**src/hw/sbc_pkg.sv**
```systemverilog
// Package: constants and state types of the standby mode controller
`default_nettype none
package sbc_pkg;

  localparam int SBC_CNT_W = 19;
  localparam int SBC_STS_W = 3;
  localparam int SBC_DIV_W = 2;
  localparam int SBC_PRE_W = 3;
  localparam int SBC_IRQ_N = 3;

  // Wait in divided-clock states, indexed by the settle time select.
  // Code 7 is illegal; it takes the longest wait so a bad setting fails safe.
  localparam int unsigned SBC_SETTLE_STATES [8] = '{
    8192, 16384, 32768, 65536, 131072, 262144, 1024, 262144};

  typedef enum logic [4:0] {
    SBC_RUN     = 5'h01,
    SBC_SWSTBY  = 5'h02,
    SBC_SETTLE  = 5'h04,
    SBC_HWSTBY  = 5'h08,
    SBC_RESHOLD = 5'h10
  } sbc_state_type;

  typedef struct packed {
    sbc_state_type state;
    logic hw_meta;
    logic hw_sync;
    logic res_meta;
    logic res_sync;
    logic nmi_meta;
    logic nmi_sync;
    logic nmi_prev;
    logic [SBC_IRQ_N-1:0] irq_meta;
    logic [SBC_IRQ_N-1:0] irq_sync;
    logic refresh_init;
    logic irq_exc;
    logic rst_exc;
    logic wake_nmi;
  } sbc_ctrl_type;

  // Reset, standby and IRQ pins are taken as idle (high) until the synchronisers fill; NMI starts low
  localparam sbc_ctrl_type SBC_CTRL_RESET = '{
    state: SBC_RUN, hw_meta: 1'h1, hw_sync: 1'h1, res_meta: 1'h1, res_sync: 1'h1,
    irq_meta: 3'h7, irq_sync: 3'h7, default: '0};

  typedef struct packed {
    logic [SBC_PRE_W-1:0] pre;
    logic [SBC_CNT_W-1:0] cnt;
    logic done;
  } sbc_tmr_type;

  localparam sbc_tmr_type SBC_TMR_RESET = '0;

endpackage : sbc_pkg
`default_nettype wire

```
**src/hw/sbc_wait_if.sv**
```systemverilog
// Interface: settle wait request between the sequencer and its timer
`default_nettype none
interface sbc_wait_if;
  import sbc_pkg::*;
  logic run;
  logic [SBC_CNT_W-1:0] states;
  logic [SBC_DIV_W-1:0] div;
  logic done;
  modport ctrl (output run, output states, output div, input done);
  modport timer (input run, input states, input div, output done);
endinterface : sbc_wait_if
`default_nettype wire

```
**src/hw/sbc_settle_timer.sv**
```systemverilog
// Settle timer: counts wait states on the prescaled clock
`default_nettype none
module sbc_settle_timer
  import sbc_pkg::*;
(
  input wire logic ref_clk_i,
  input wire logic reset_n_i,
  sbc_wait_if.timer wait_if
);

  sbc_tmr_type r_reg;
  sbc_tmr_type r_next;
  logic tick;
  logic [SBC_PRE_W-1:0] pre_last;
  logic [SBC_CNT_W+SBC_PRE_W-1:0] cyc_reg;

  ////////////////////////////////////////////////////////////////////////////
  always_comb begin
    pre_last = SBC_PRE_W'((4'h1 << wait_if.div) - 4'h1);
    tick = (r_reg.pre == pre_last);
    r_next = r_reg;
    r_next.done = 1'b0;
    if (!wait_if.run || r_reg.done) begin
      r_next.pre = '0;
      r_next.cnt = '0;
    end else begin
      // One wait state per divided clock, so the absolute wait doubles per prescale step
      r_next.pre = tick ? '0 : r_reg.pre + 3'h1;
      if (tick) begin
        if (r_reg.cnt == wait_if.states - 19'h00001) begin
          r_next.done = 1'b1;
        end else begin
          r_next.cnt = r_reg.cnt + 19'h00001;
        end
      end
    end
  end

  always_ff @(posedge ref_clk_i or negedge reset_n_i) begin
    if (!reset_n_i) begin
      r_reg <= SBC_TMR_RESET;
    end else begin
      r_reg <= r_next;
    end
  end

  assign wait_if.done = r_reg.done;

  ////////////////////////////////////////////////////////////////////////////
  always_ff @(posedge ref_clk_i or negedge reset_n_i) begin
    if (!reset_n_i) begin
      cyc_reg <= '0;
    end else if (!wait_if.run) begin
      cyc_reg <= '0;
    end else begin
      cyc_reg <= cyc_reg + 22'h000001;
    end
  end
endmodule : sbc_settle_timer
`default_nettype wire

```
**src/hw/sbc_standby_ctrl.sv**
```systemverilog
// Standby mode controller: software and hardware standby sequencing
`default_nettype none
// Behaviour
// - sleep with standby-on-sleep set enters software standby
// - software standby halts CPU, clocks, resets modules
// - software standby keeps CPU, RAM, ports, refresh settings
// - entry clears refresh counter and control bits 7,6
// - only NMI, EXT_IRQ_PIN_0-2, reset, standby pin wake
// - interrupt wake waits settle time, then exception
// - disabled or masked IRQs do not wake
// - reset low restarts clocks; high starts reset exception
// - standby pin low moves to hardware standby
// - settle select picks 1024 to 262144 states
// - NMI edge select picks falling or rising wake
// - ports keep driving levels in software standby
// - standby pin low enters hardware standby from anywhere
// - hardware standby resets all but RAM, ports float
// - standby pin rise with reset low starts oscillator
module sbc_standby_ctrl
  import sbc_pkg::*;
#(
  parameter int unsigned SETTLE_STATES [8] = SBC_SETTLE_STATES
) (
  input wire logic ref_clk_i,
  input wire logic reset_n_i,
  input wire logic res_pin_n_i,
  input wire logic hw_standby_pin_n_i,
  input wire logic nmi_pin_i,
  input wire logic [SBC_IRQ_N-1:0] ext_irq_pin_n_i,
  input wire logic [SBC_IRQ_N-1:0] irq_enable_i,
  input wire logic [SBC_IRQ_N-1:0] irq_cpu_mask_i,
  input wire logic sleep_exec_i,
  input wire logic standby_on_sleep_i,
  input wire logic [SBC_STS_W-1:0] settle_time_select_i,
  input wire logic [SBC_DIV_W-1:0] clock_prescale_select_i,
  input wire logic nmi_edge_select_i,
  output logic cpu_halt_o,
  output logic clock_stop_o,
  output logic osc_run_o,
  output logic module_reset_o,
  output logic full_reset_o,
  output logic ctx_retain_o,
  output logic port_hold_o,
  output logic port_hiz_o,
  output logic refresh_init_o,
  output logic irq_exception_o,
  output logic reset_exception_o,
  output logic wake_by_nmi_o,
  output logic sw_standby_o,
  output logic hw_standby_o
);

  sbc_ctrl_type r_reg;
  sbc_ctrl_type r_next;
  logic nmi_edge;
  logic irq_wake;
  logic st_run;
  logic st_sw;
  logic st_settle;
  logic st_hw;
  logic st_res;

  sbc_wait_if wait_if ();

  ////////////////////////////////////////////////////////////////////////////
  // Wake qualification
  always_comb begin
    // Falling edge when the select is 0, rising edge when 1
    if (nmi_edge_select_i) begin
      nmi_edge = r_reg.nmi_sync & ~r_reg.nmi_prev;
    end else begin
      nmi_edge = ~r_reg.nmi_sync & r_reg.nmi_prev;
    end
    // IRQ pins are active low; an enabled and unmasked level wakes
    irq_wake = |(~r_reg.irq_sync & irq_enable_i & ~irq_cpu_mask_i);
  end

  assign st_run = (r_reg.state == SBC_RUN);
  assign st_sw = (r_reg.state == SBC_SWSTBY);
  assign st_settle = (r_reg.state == SBC_SETTLE);
  assign st_hw = (r_reg.state == SBC_HWSTBY);
  assign st_res = (r_reg.state == SBC_RESHOLD);

  ////////////////////////////////////////////////////////////////////////////
  // Sequencer
  always_comb begin
    r_next = r_reg;
    r_next.hw_meta = hw_standby_pin_n_i;
    r_next.hw_sync = r_reg.hw_meta;
    r_next.res_meta = res_pin_n_i;
    r_next.res_sync = r_reg.res_meta;
    r_next.nmi_meta = nmi_pin_i;
    r_next.nmi_sync = r_reg.nmi_meta;
    r_next.nmi_prev = r_reg.nmi_sync;
    r_next.irq_meta = ext_irq_pin_n_i;
    r_next.irq_sync = r_reg.irq_meta;
    r_next.refresh_init = 1'b0;
    r_next.irq_exc = 1'b0;
    r_next.rst_exc = 1'b0;
    if (!r_reg.hw_sync) begin
      // Standby pin wins over every other source, whatever the state
      r_next.state = SBC_HWSTBY;
    end else begin
      case (r_reg.state)
        SBC_RUN: begin
          if (!r_reg.res_sync) begin
            r_next.state = SBC_RESHOLD;
          end else if (sleep_exec_i && standby_on_sleep_i) begin
            r_next.state = SBC_SWSTBY;
            r_next.refresh_init = 1'b1;
          end
        end
        SBC_SWSTBY: begin
          // Only the standby pin, reset or the listed interrupt pins leave this state
          if (!r_reg.res_sync) begin
            r_next.state = SBC_RESHOLD;
          end else if (nmi_edge || irq_wake) begin
            r_next.state = SBC_SETTLE;
            r_next.wake_nmi = nmi_edge;
          end
        end
        SBC_SETTLE: begin
          if (!r_reg.res_sync) begin
            r_next.state = SBC_RESHOLD;
          end else if (wait_if.done) begin
            r_next.state = SBC_RUN;
            r_next.irq_exc = 1'b1;
          end
        end
        SBC_HWSTBY: begin
          // Leaving with reset high is refused; the chip waits for reset low
          if (!r_reg.res_sync) begin
            r_next.state = SBC_RESHOLD;
          end
        end
        SBC_RESHOLD: begin
          if (r_reg.res_sync) begin
            r_next.state = SBC_RUN;
            r_next.rst_exc = 1'b1;
          end
        end
        default: begin
          r_next.state = SBC_RUN;
        end
      endcase
    end
  end

  always_ff @(posedge ref_clk_i or negedge reset_n_i) begin
    if (!reset_n_i) begin
      r_reg <= SBC_CTRL_RESET;
    end else begin
      r_reg <= r_next;
    end
  end

  ////////////////////////////////////////////////////////////////////////////
  // Settle timer; the select is read live, so software must not change it mid-wait
  assign wait_if.run = st_settle;
  assign wait_if.states = SBC_CNT_W'(SETTLE_STATES[settle_time_select_i]);
  assign wait_if.div = clock_prescale_select_i;

  sbc_settle_timer u_timer (
    .ref_clk_i (ref_clk_i),
    .reset_n_i (reset_n_i),
    .wait_if (wait_if)
  );

  ////////////////////////////////////////////////////////////////////////////
  // Outputs
  assign cpu_halt_o = !st_run;
  // Clocks return at once on reset, but only after the wait on an interrupt
  assign clock_stop_o = st_sw | st_settle | st_hw;
  assign osc_run_o = !(st_sw | st_hw);
  assign module_reset_o = st_sw | st_settle | st_hw;
  assign full_reset_o = st_hw;
  assign ctx_retain_o = st_sw | st_settle;
  assign port_hold_o = st_sw | st_settle;
  assign port_hiz_o = st_hw;
  assign refresh_init_o = r_reg.refresh_init;
  assign irq_exception_o = r_reg.irq_exc;
  assign reset_exception_o = r_reg.rst_exc;
  assign wake_by_nmi_o = r_reg.wake_nmi;
  assign sw_standby_o = st_sw | st_settle;
  assign hw_standby_o = st_hw;
endmodule : sbc_standby_ctrl
`default_nettype wire

```
**config.mk**
```make
export PLATFORM = sky130hd
export DESIGN_NAME = sbc_standby_ctrl
export DESIGN_NICKNAME = d
export VERILOG_FILES = /design/src/hw/sbc_pkg.sv /design/src/hw/sbc_wait_if.sv /design/src/hw/sbc_settle_timer.sv /design/src/hw/sbc_standby_ctrl.sv
export SDC_FILE = /design/constraint.sdc
export NUM_CORES = 1
export LEC_CHECK = 0
export BUFFER_PORTS_ARGS = -buffer_cell sky130_fd_sc_hd__buf_4
export CORE_MARGIN = 2
export CORE_UTILIZATION = 51
export DETAILED_ROUTE_END_ITERATION = 16
export MAX_ROUTING_LAYER = met4
export PLACE_DENSITY = 0.86
export SLEW_MARGIN = 0
export SYNTH_ARGS = -nofsm -noshare
export SYNTH_HDL_FRONTEND = slang
export SYNTH_SLANG_ARGS = --single-unit
```
**constraint.sdc**
```tcl
create_clock -name ref_clk_i -period 2.23 [get_ports ref_clk_i]
set_clock_uncertainty 0.1 [all_clocks]
set_input_delay 0.446 -clock ref_clk_i [delete_from_list [all_inputs] [get_ports ref_clk_i]]
set_output_delay 0.446 -clock ref_clk_i [all_outputs]
set_load 0.1 [all_outputs]
```
## Word-level counts from Yosys, hierarchy flattened

Memory sizes are Yosys's and may differ from the RTL's.
Cells that the tools add are included.

| cells by class | value |
|---|---|
| reductions and logical operators | 11 |
| magnitude comparators | 1 |
| eq/ne operators | 13 |
| bitwise operators | 12 |
| mux-type cells | 31 |
| shift operators | 1 |
| add/sub/neg operators | 4 |

Operator list:

| operator | number |
|---|---|
| $mux 19 | 3 |
| $mux 5 | 9 |
| $pmux 5 s5 | 1 |
| $mux 22 | 1 |
| $mux 20 | 1 |
| $add 19x1->19 const B | 1 |
| $eq 19x19->1 | 1 |
| $sub 19x1->19 const B | 1 |
| $mux 1 | 14 |
| $ne 4x3->1 const B | 3 |
| $and 3x3->3 | 2 |
| $ne 3x3->1 const B | 2 |
| $not 3->3 | 2 |
| $eq 5x1->1 const B | 1 |
| $eq 5x2->1 const B | 1 |
| $eq 5x3->1 const B | 1 |
| $eq 5x4->1 const B | 1 |
| $eq 5x5->1 const B | 1 |
| $reduce_and 5->1 | 1 |
| $ge 4x4->1 const B | 1 |
| $mux 4 | 1 |
| $not 3->4 | 1 |
| $reduce_and 4->1 | 1 |
| $add 3x1->3 const B | 1 |
| 14 further kinds | 21 |

| storage, ports and cells | value |
|---|---|
| output and inout bits | 14 |
| logic and storage cells | 91 |
| bits of input ports | 22 |
| memories | 1 |
| bits in read-only memories | 256 |
| bits in registers | 45 |

Memories:

| memory | depth | width | rd ports | clocked after Yosys merged registers in | write ports | RTL line | text |
|---|---|---|---|---|---|---|---|
| (no name shown) | 8 | 32 | 1 | 0 | 0 | sbc_standby_ctrl.sv:160 | `assign wait_if.states = SBC_CNT_W'(SETTLE_STATES[settle_time_select_i]);` |

## Depth between registers and ports, before layout

| logic depth | value |
|---|---|
| depth after elaboration | 9 |
| gate-level depth with buffers | 10 |
| depth with buffers taken out | 8 |

## By module

A second synthesis with hierarchy kept.

| unflattened totals | value |
|---|---|
| cells, all modules | 324 |
| area, all modules | 2,966.6 µm² |

By module, submodules not included:

| module | instances | sequential area each (µm²) | area an instance (µm²) | cells each |
|---|---|---|---|---|
| sbc_settle_timer | 1 | 575.6 | 1,980.6 | 233 |
| sbc_standby_ctrl | 1 | 564.3 | 985.9 | 91 |

## Worst setup path before layout

OpenSTA, ideal clock, no wires.

| timing path | value |
|---|---|
| path type | reg-to-output |
| start point | register r_reg[18] (netlist name) |
| end point | output port osc_run_o |
| buffers on the path | 2 |
| slack | -4.498 ns |
| required time | 1.684 ns |
| data arrival time | 6.182 ns |
| stages on the path, launching flop included | 6 |
| cells stage by stage | dfrtp_1 > buf_6 > or2_1 > buf_2 > nor4b_1 > a31oi_1 |

| on the way | value |
|---|---|
| longest elaborated chain between the ends | 3 |
| elaborated cells on any way between the ends | 4 |
| those cells by class | 2 x eq/ne; 1 x bitwise; 1 x reduce/logical |

Ends and longest elaborated chain:

| what | RTL line | text |
|---|---|---|
| from (decl) | sbc_standby_ctrl.sv:53 | `sbc_ctrl_type r_reg;` |
| from (signal assigned) | sbc_standby_ctrl.sv:153 | `r_reg <= r_next;` |
| $eq 5x4->1 | sbc_standby_ctrl.sv:81 | `assign st_hw = (r_reg.state == SBC_HWSTBY);` |
| named net full_reset_o | sbc_standby_ctrl.sv:41 | `output logic full_reset_o,` |
| $or 1x1->1 | sbc_standby_ctrl.sv:174 | `assign osc_run_o = !(st_sw \| st_hw);` |
| $logic_not 1->1 | sbc_standby_ctrl.sv:174 |  |
| to (decl) | sbc_standby_ctrl.sv:39 | `output logic osc_run_o,` |

The timed path passes the listed nets, and every way through them passes these cells.

## Worst setup path in the final report

| timing path | value |
|---|---|
| start point | input port settle_time_select_i[0] |
| end point | register u_timer.r_reg[12] (netlist name) |

| on the way | value |
|---|---|
| longest elaborated chain between the ends | 8 |

Ends and longest elaborated chain:

| what | RTL line | text |
|---|---|---|
| from (decl) | sbc_standby_ctrl.sv:34 | `input wire logic [SBC_STS_W-1:0] settle_time_select_i,` |
| $not 3->4 (not written as such) | sbc_standby_ctrl.sv:160 |  |
| $mem_v2 8x32 | - |  |
| $mux 19 (not written as such) (2 in a row) | sbc_standby_ctrl.sv:160 |  |
| $sub 19x1->19 | sbc_settle_timer.sv:30 | `if (r_reg.cnt == wait_if.states - 19'h00001) begin` |
| $eq 19x19->1 | sbc_settle_timer.sv:30 |  |
| $ne 2x1->1 (no line) | - |  |
| $reduce_and 2->1 (no line) | - |  |
| to (signal assigned) | sbc_settle_timer.sv:43 | `r_reg <= r_next;` |
| to (decl) | sbc_settle_timer.sv:11 | `sbc_tmr_type r_reg;` |

Every way passes these cells. The select of a mux whose other input is x is not followed.
A chain may end at the register's enable or synchronous reset.

==> flow_summary_export.csv <==
group,metric,value,unit
yosys,yosys_warnings,0,
finish,final_area,3520,sq um
timing,setup-violations-final,14,
worst_setup_path,critPathTopFamily,"simple AND/OR/NAND/NOR gates",
run_status,violations,"setup timing",
finish,diodes,0,
timing,slew_headroom,0.625,
floorplan,die_area,5480,sq um
timing,holdWs,0.0241,ns
floorplan,row_count,25,
yosys,synth.distinct_cells,61,
place,port_buffers,35,
yosys,avgSynthCellArea,9.57,sq um
finish,largest_reg_flops,22,
finish,layout-drive-gt1-share,0.424,
detailed_routing,drc,0,
cts,path_clk_slew,0.09,ns
cts,cts_htree_levels,2,
floorplan,start_util,0.529,
timing,finalHoldViolCount,0,
global_route,grt_usage,0.265,
finish,final_cell_mix,"buf_4, dfrtp_1, nand2_1, nor2_1, nand3_1",
global_route,grt_pass1_vias,2309,
yosys,syn_area,2500,sq um
yosys,synth_fp_nets,286,
timing,period_needed,2.33,ns
detailed_routing,first_iter_violations,189,
power,vdd_drop_max,0.000358,V
finish,syn2layout_area_growth,40.9,%
yosys,synth_top_flop_cell,"dfrtp_1",
worst_setup_path,cp_slowest_cell,"or3_4",
cts,cts_tree,"done",
min_path,hold_path.class,"in -> async",
global_route,gr-total-overflow,0,
place,place_congestion,0.904,
run_status,status,"finished with violations",
floorplan,io_pins,36,
worst_setup_path,path_max_fanout,6,
yosys,synth_cells,261,
finish,nets,366,
detailed_routing,vias_per_cell,5.89,
yosys,async_reset_ff_frac,1.00,
timing,max_freq,429,MHz
global_route,grt_first_pass_wirelength,10700,um
yosys,ys_seq_area_frac,0.456,
floorplan,coreArea,4720,sq um
cts,cts-buffers-inserted,5,
yosys,ys_ff_latch,45,
detailed_routing,vias,2411,
global_route,antenna_found_initial,0,
place,post_dp_cell_area,3130,sq um
worst_setup_path,endpoint_kind,"flop",
detailed_routing,wl_per_cell,16.9,um
worst_setup_path,cp-start-kind,"input pin",
timing,rsz0062_at_grt,"true",
detailed_routing,ant_nets,0,
floorplan,die_w,74.0,um
cts,clock-sinks,45,
timing,worst_slew_pin_slew,0.562,ns
flow_run,cap_violations,0,
floorplan,die_y,74.0,um
worst_setup_path,cp_data_required_time,2.38,ns
timing,setup_ws,-0.101,ns
cts,cts_buffer_depth,2,
power,power.leakage,1.54,nW
worst_setup_path,slowest_delay,0.39,ns
detailed_routing,wl,6920,um
worst_setup_path,crit_type,"in -> reg",
worst_setup_path,crit_buf_inv,2,
global_route,grt_max_degree,46,
detailed_routing,first_pass_iters,4,
timing,fin_crit_sh,1.05,
yosys,synth-edff-count,0,
timing,drv_slew,0,
finish,final_common_cell,"buf_4",
worst_setup_path,cp.arrival,2.48,ns
place,dp_hpwl,4460,um
power,p_per_area,519,nW/um^2
cts,cts-root-buf,"clkbuf_8",
timing,tns,-0.964,ns
cts,insertion_delay,0.31,ns
worst_setup_path,crit_path_cell_trace,"buf_6 > or3_4 > ha_4 > xor2_2 > mux2i_1 > o21ai_1 > nor4_2 > buf_4 > or2_1 > a221o_1",
## routing by layer
metal / part of all wire / GRT usage / vias up
met4: 0.026 / 0.101 / 0
met1: 0.39 / 0.325 / 1179
met3: 0.055 / 0.0447 / 17
met5: 0 / - / -
li1: - / - / 1113
met2: 0.53 / 0.440 / 102
## through the flow
step,power (mW),std cells,setup WS (ns),util
final,1.83,409,-0.101,0.745
after global routing,1.89,409,-0.238,0.745
after CTS,1.81,400,-0.0847,0.707
after detailed placement,1.22,390,-0.450,0.662
after global placement,1.21,390,-0.352,0.662
after floorplan,1.12,261,-1.23,-
## worst reg2reg max path: stages, from the launching register on
cell and delay, ns:
dfrtp_1 0.39, or2_1 0.25, a2111oi_4 0.35, nor2_2 0.17, nor4_2 0.33, buf_4 0.17
nand3_1 0.09, o31ai_1 0.27
## final timing paths
| path | depth (start not counted) | to | start | slack, ns |
|---|---|---|---|---|
| worst max-delay path | 10 | u_timer.r_reg[12]$_DFFE_PN0P_ | settle_time_select_i[0] | -0.10 |
| worst min-delay path | 1 | r_next[10]$_DFF_PN0_ | reset_n_i | 0.02 |
| worst max register to register | 7 | u_timer.r_reg[19]$_DFFE_PN0P_ | u_timer.r_reg[20]$_DFF_PN0_ | 0.02 |
| worst min register to register | 0 | r_reg[15]$_DFF_PN1_ | r_next[15]$_DFF_PN1_ | 0.26 |
| max in group asynchronous | 1 | u_timer.r_reg[13]$_DFFE_PN0P_ | reset_n_i | 1.62 |
| min in group ref_clk_i | 1 | r_next[4]$_DFF_PN1_ | ext_irq_pin_n_i[0] | 0.14 |
## cells by family after synthesis
kind of cell / after synthesis / synth area share
XOR/XNOR: 10 / 0.0381
multiplexers: 2 / 0.00801
adder cells (fa/ha/maj): 3 / 0.0150
AO/OA/AOI/OAI: 64 / 0.181
AND/OR/NAND/NOR: 110 / 0.244
buffers and inverters: 27 / 0.0576
flip-flops: 45 / 0.456
## where the power goes
group | switching [mW] | total, mW | internal (mW)
Sequential | 0.00877 | 0.851 | 0.842
Clock | 0.298 | 0.556 | 0.257
Combinational | 0.255 | 0.421 | 0.166
## timing repair
action	CTS	global route
gates cloned	0	1
hold buffers	0	0
setup endpoints to repair	20	27
buffers inserted	2	8
pin swaps	12	13
gates resized for setup	27	23
## cells in the mapped netlist (6+ instances only)
library cell	instances	share of area
nand2_1	22	0.033
dfstp_2	11	0.12
a41oi_1	8	0.028
o21ai_0	15	0.030
a21oi_1	9	0.018
nor4_1	6	0.015
inv_1	9	0.014
dfrtp_1	34	0.34
and3_1	6	0.015
buf_4	7	0.021
nand3_1	14	0.028
nor2_1	24	0.036
## final cells by class
class / count / area (sq um)
repair buffers: 91 / 785
inverters: 9 / 33.8
multi-input cells: 189 / 1380
well taps: 67 / 83.8
clock buffers: 6 / 82.6
flip-flops and latches: 45 / 1140
fillers: 303 / 1200
clock inverters: 2 / 17.5
Note: power is estimated with default switching activity, not from simulation.
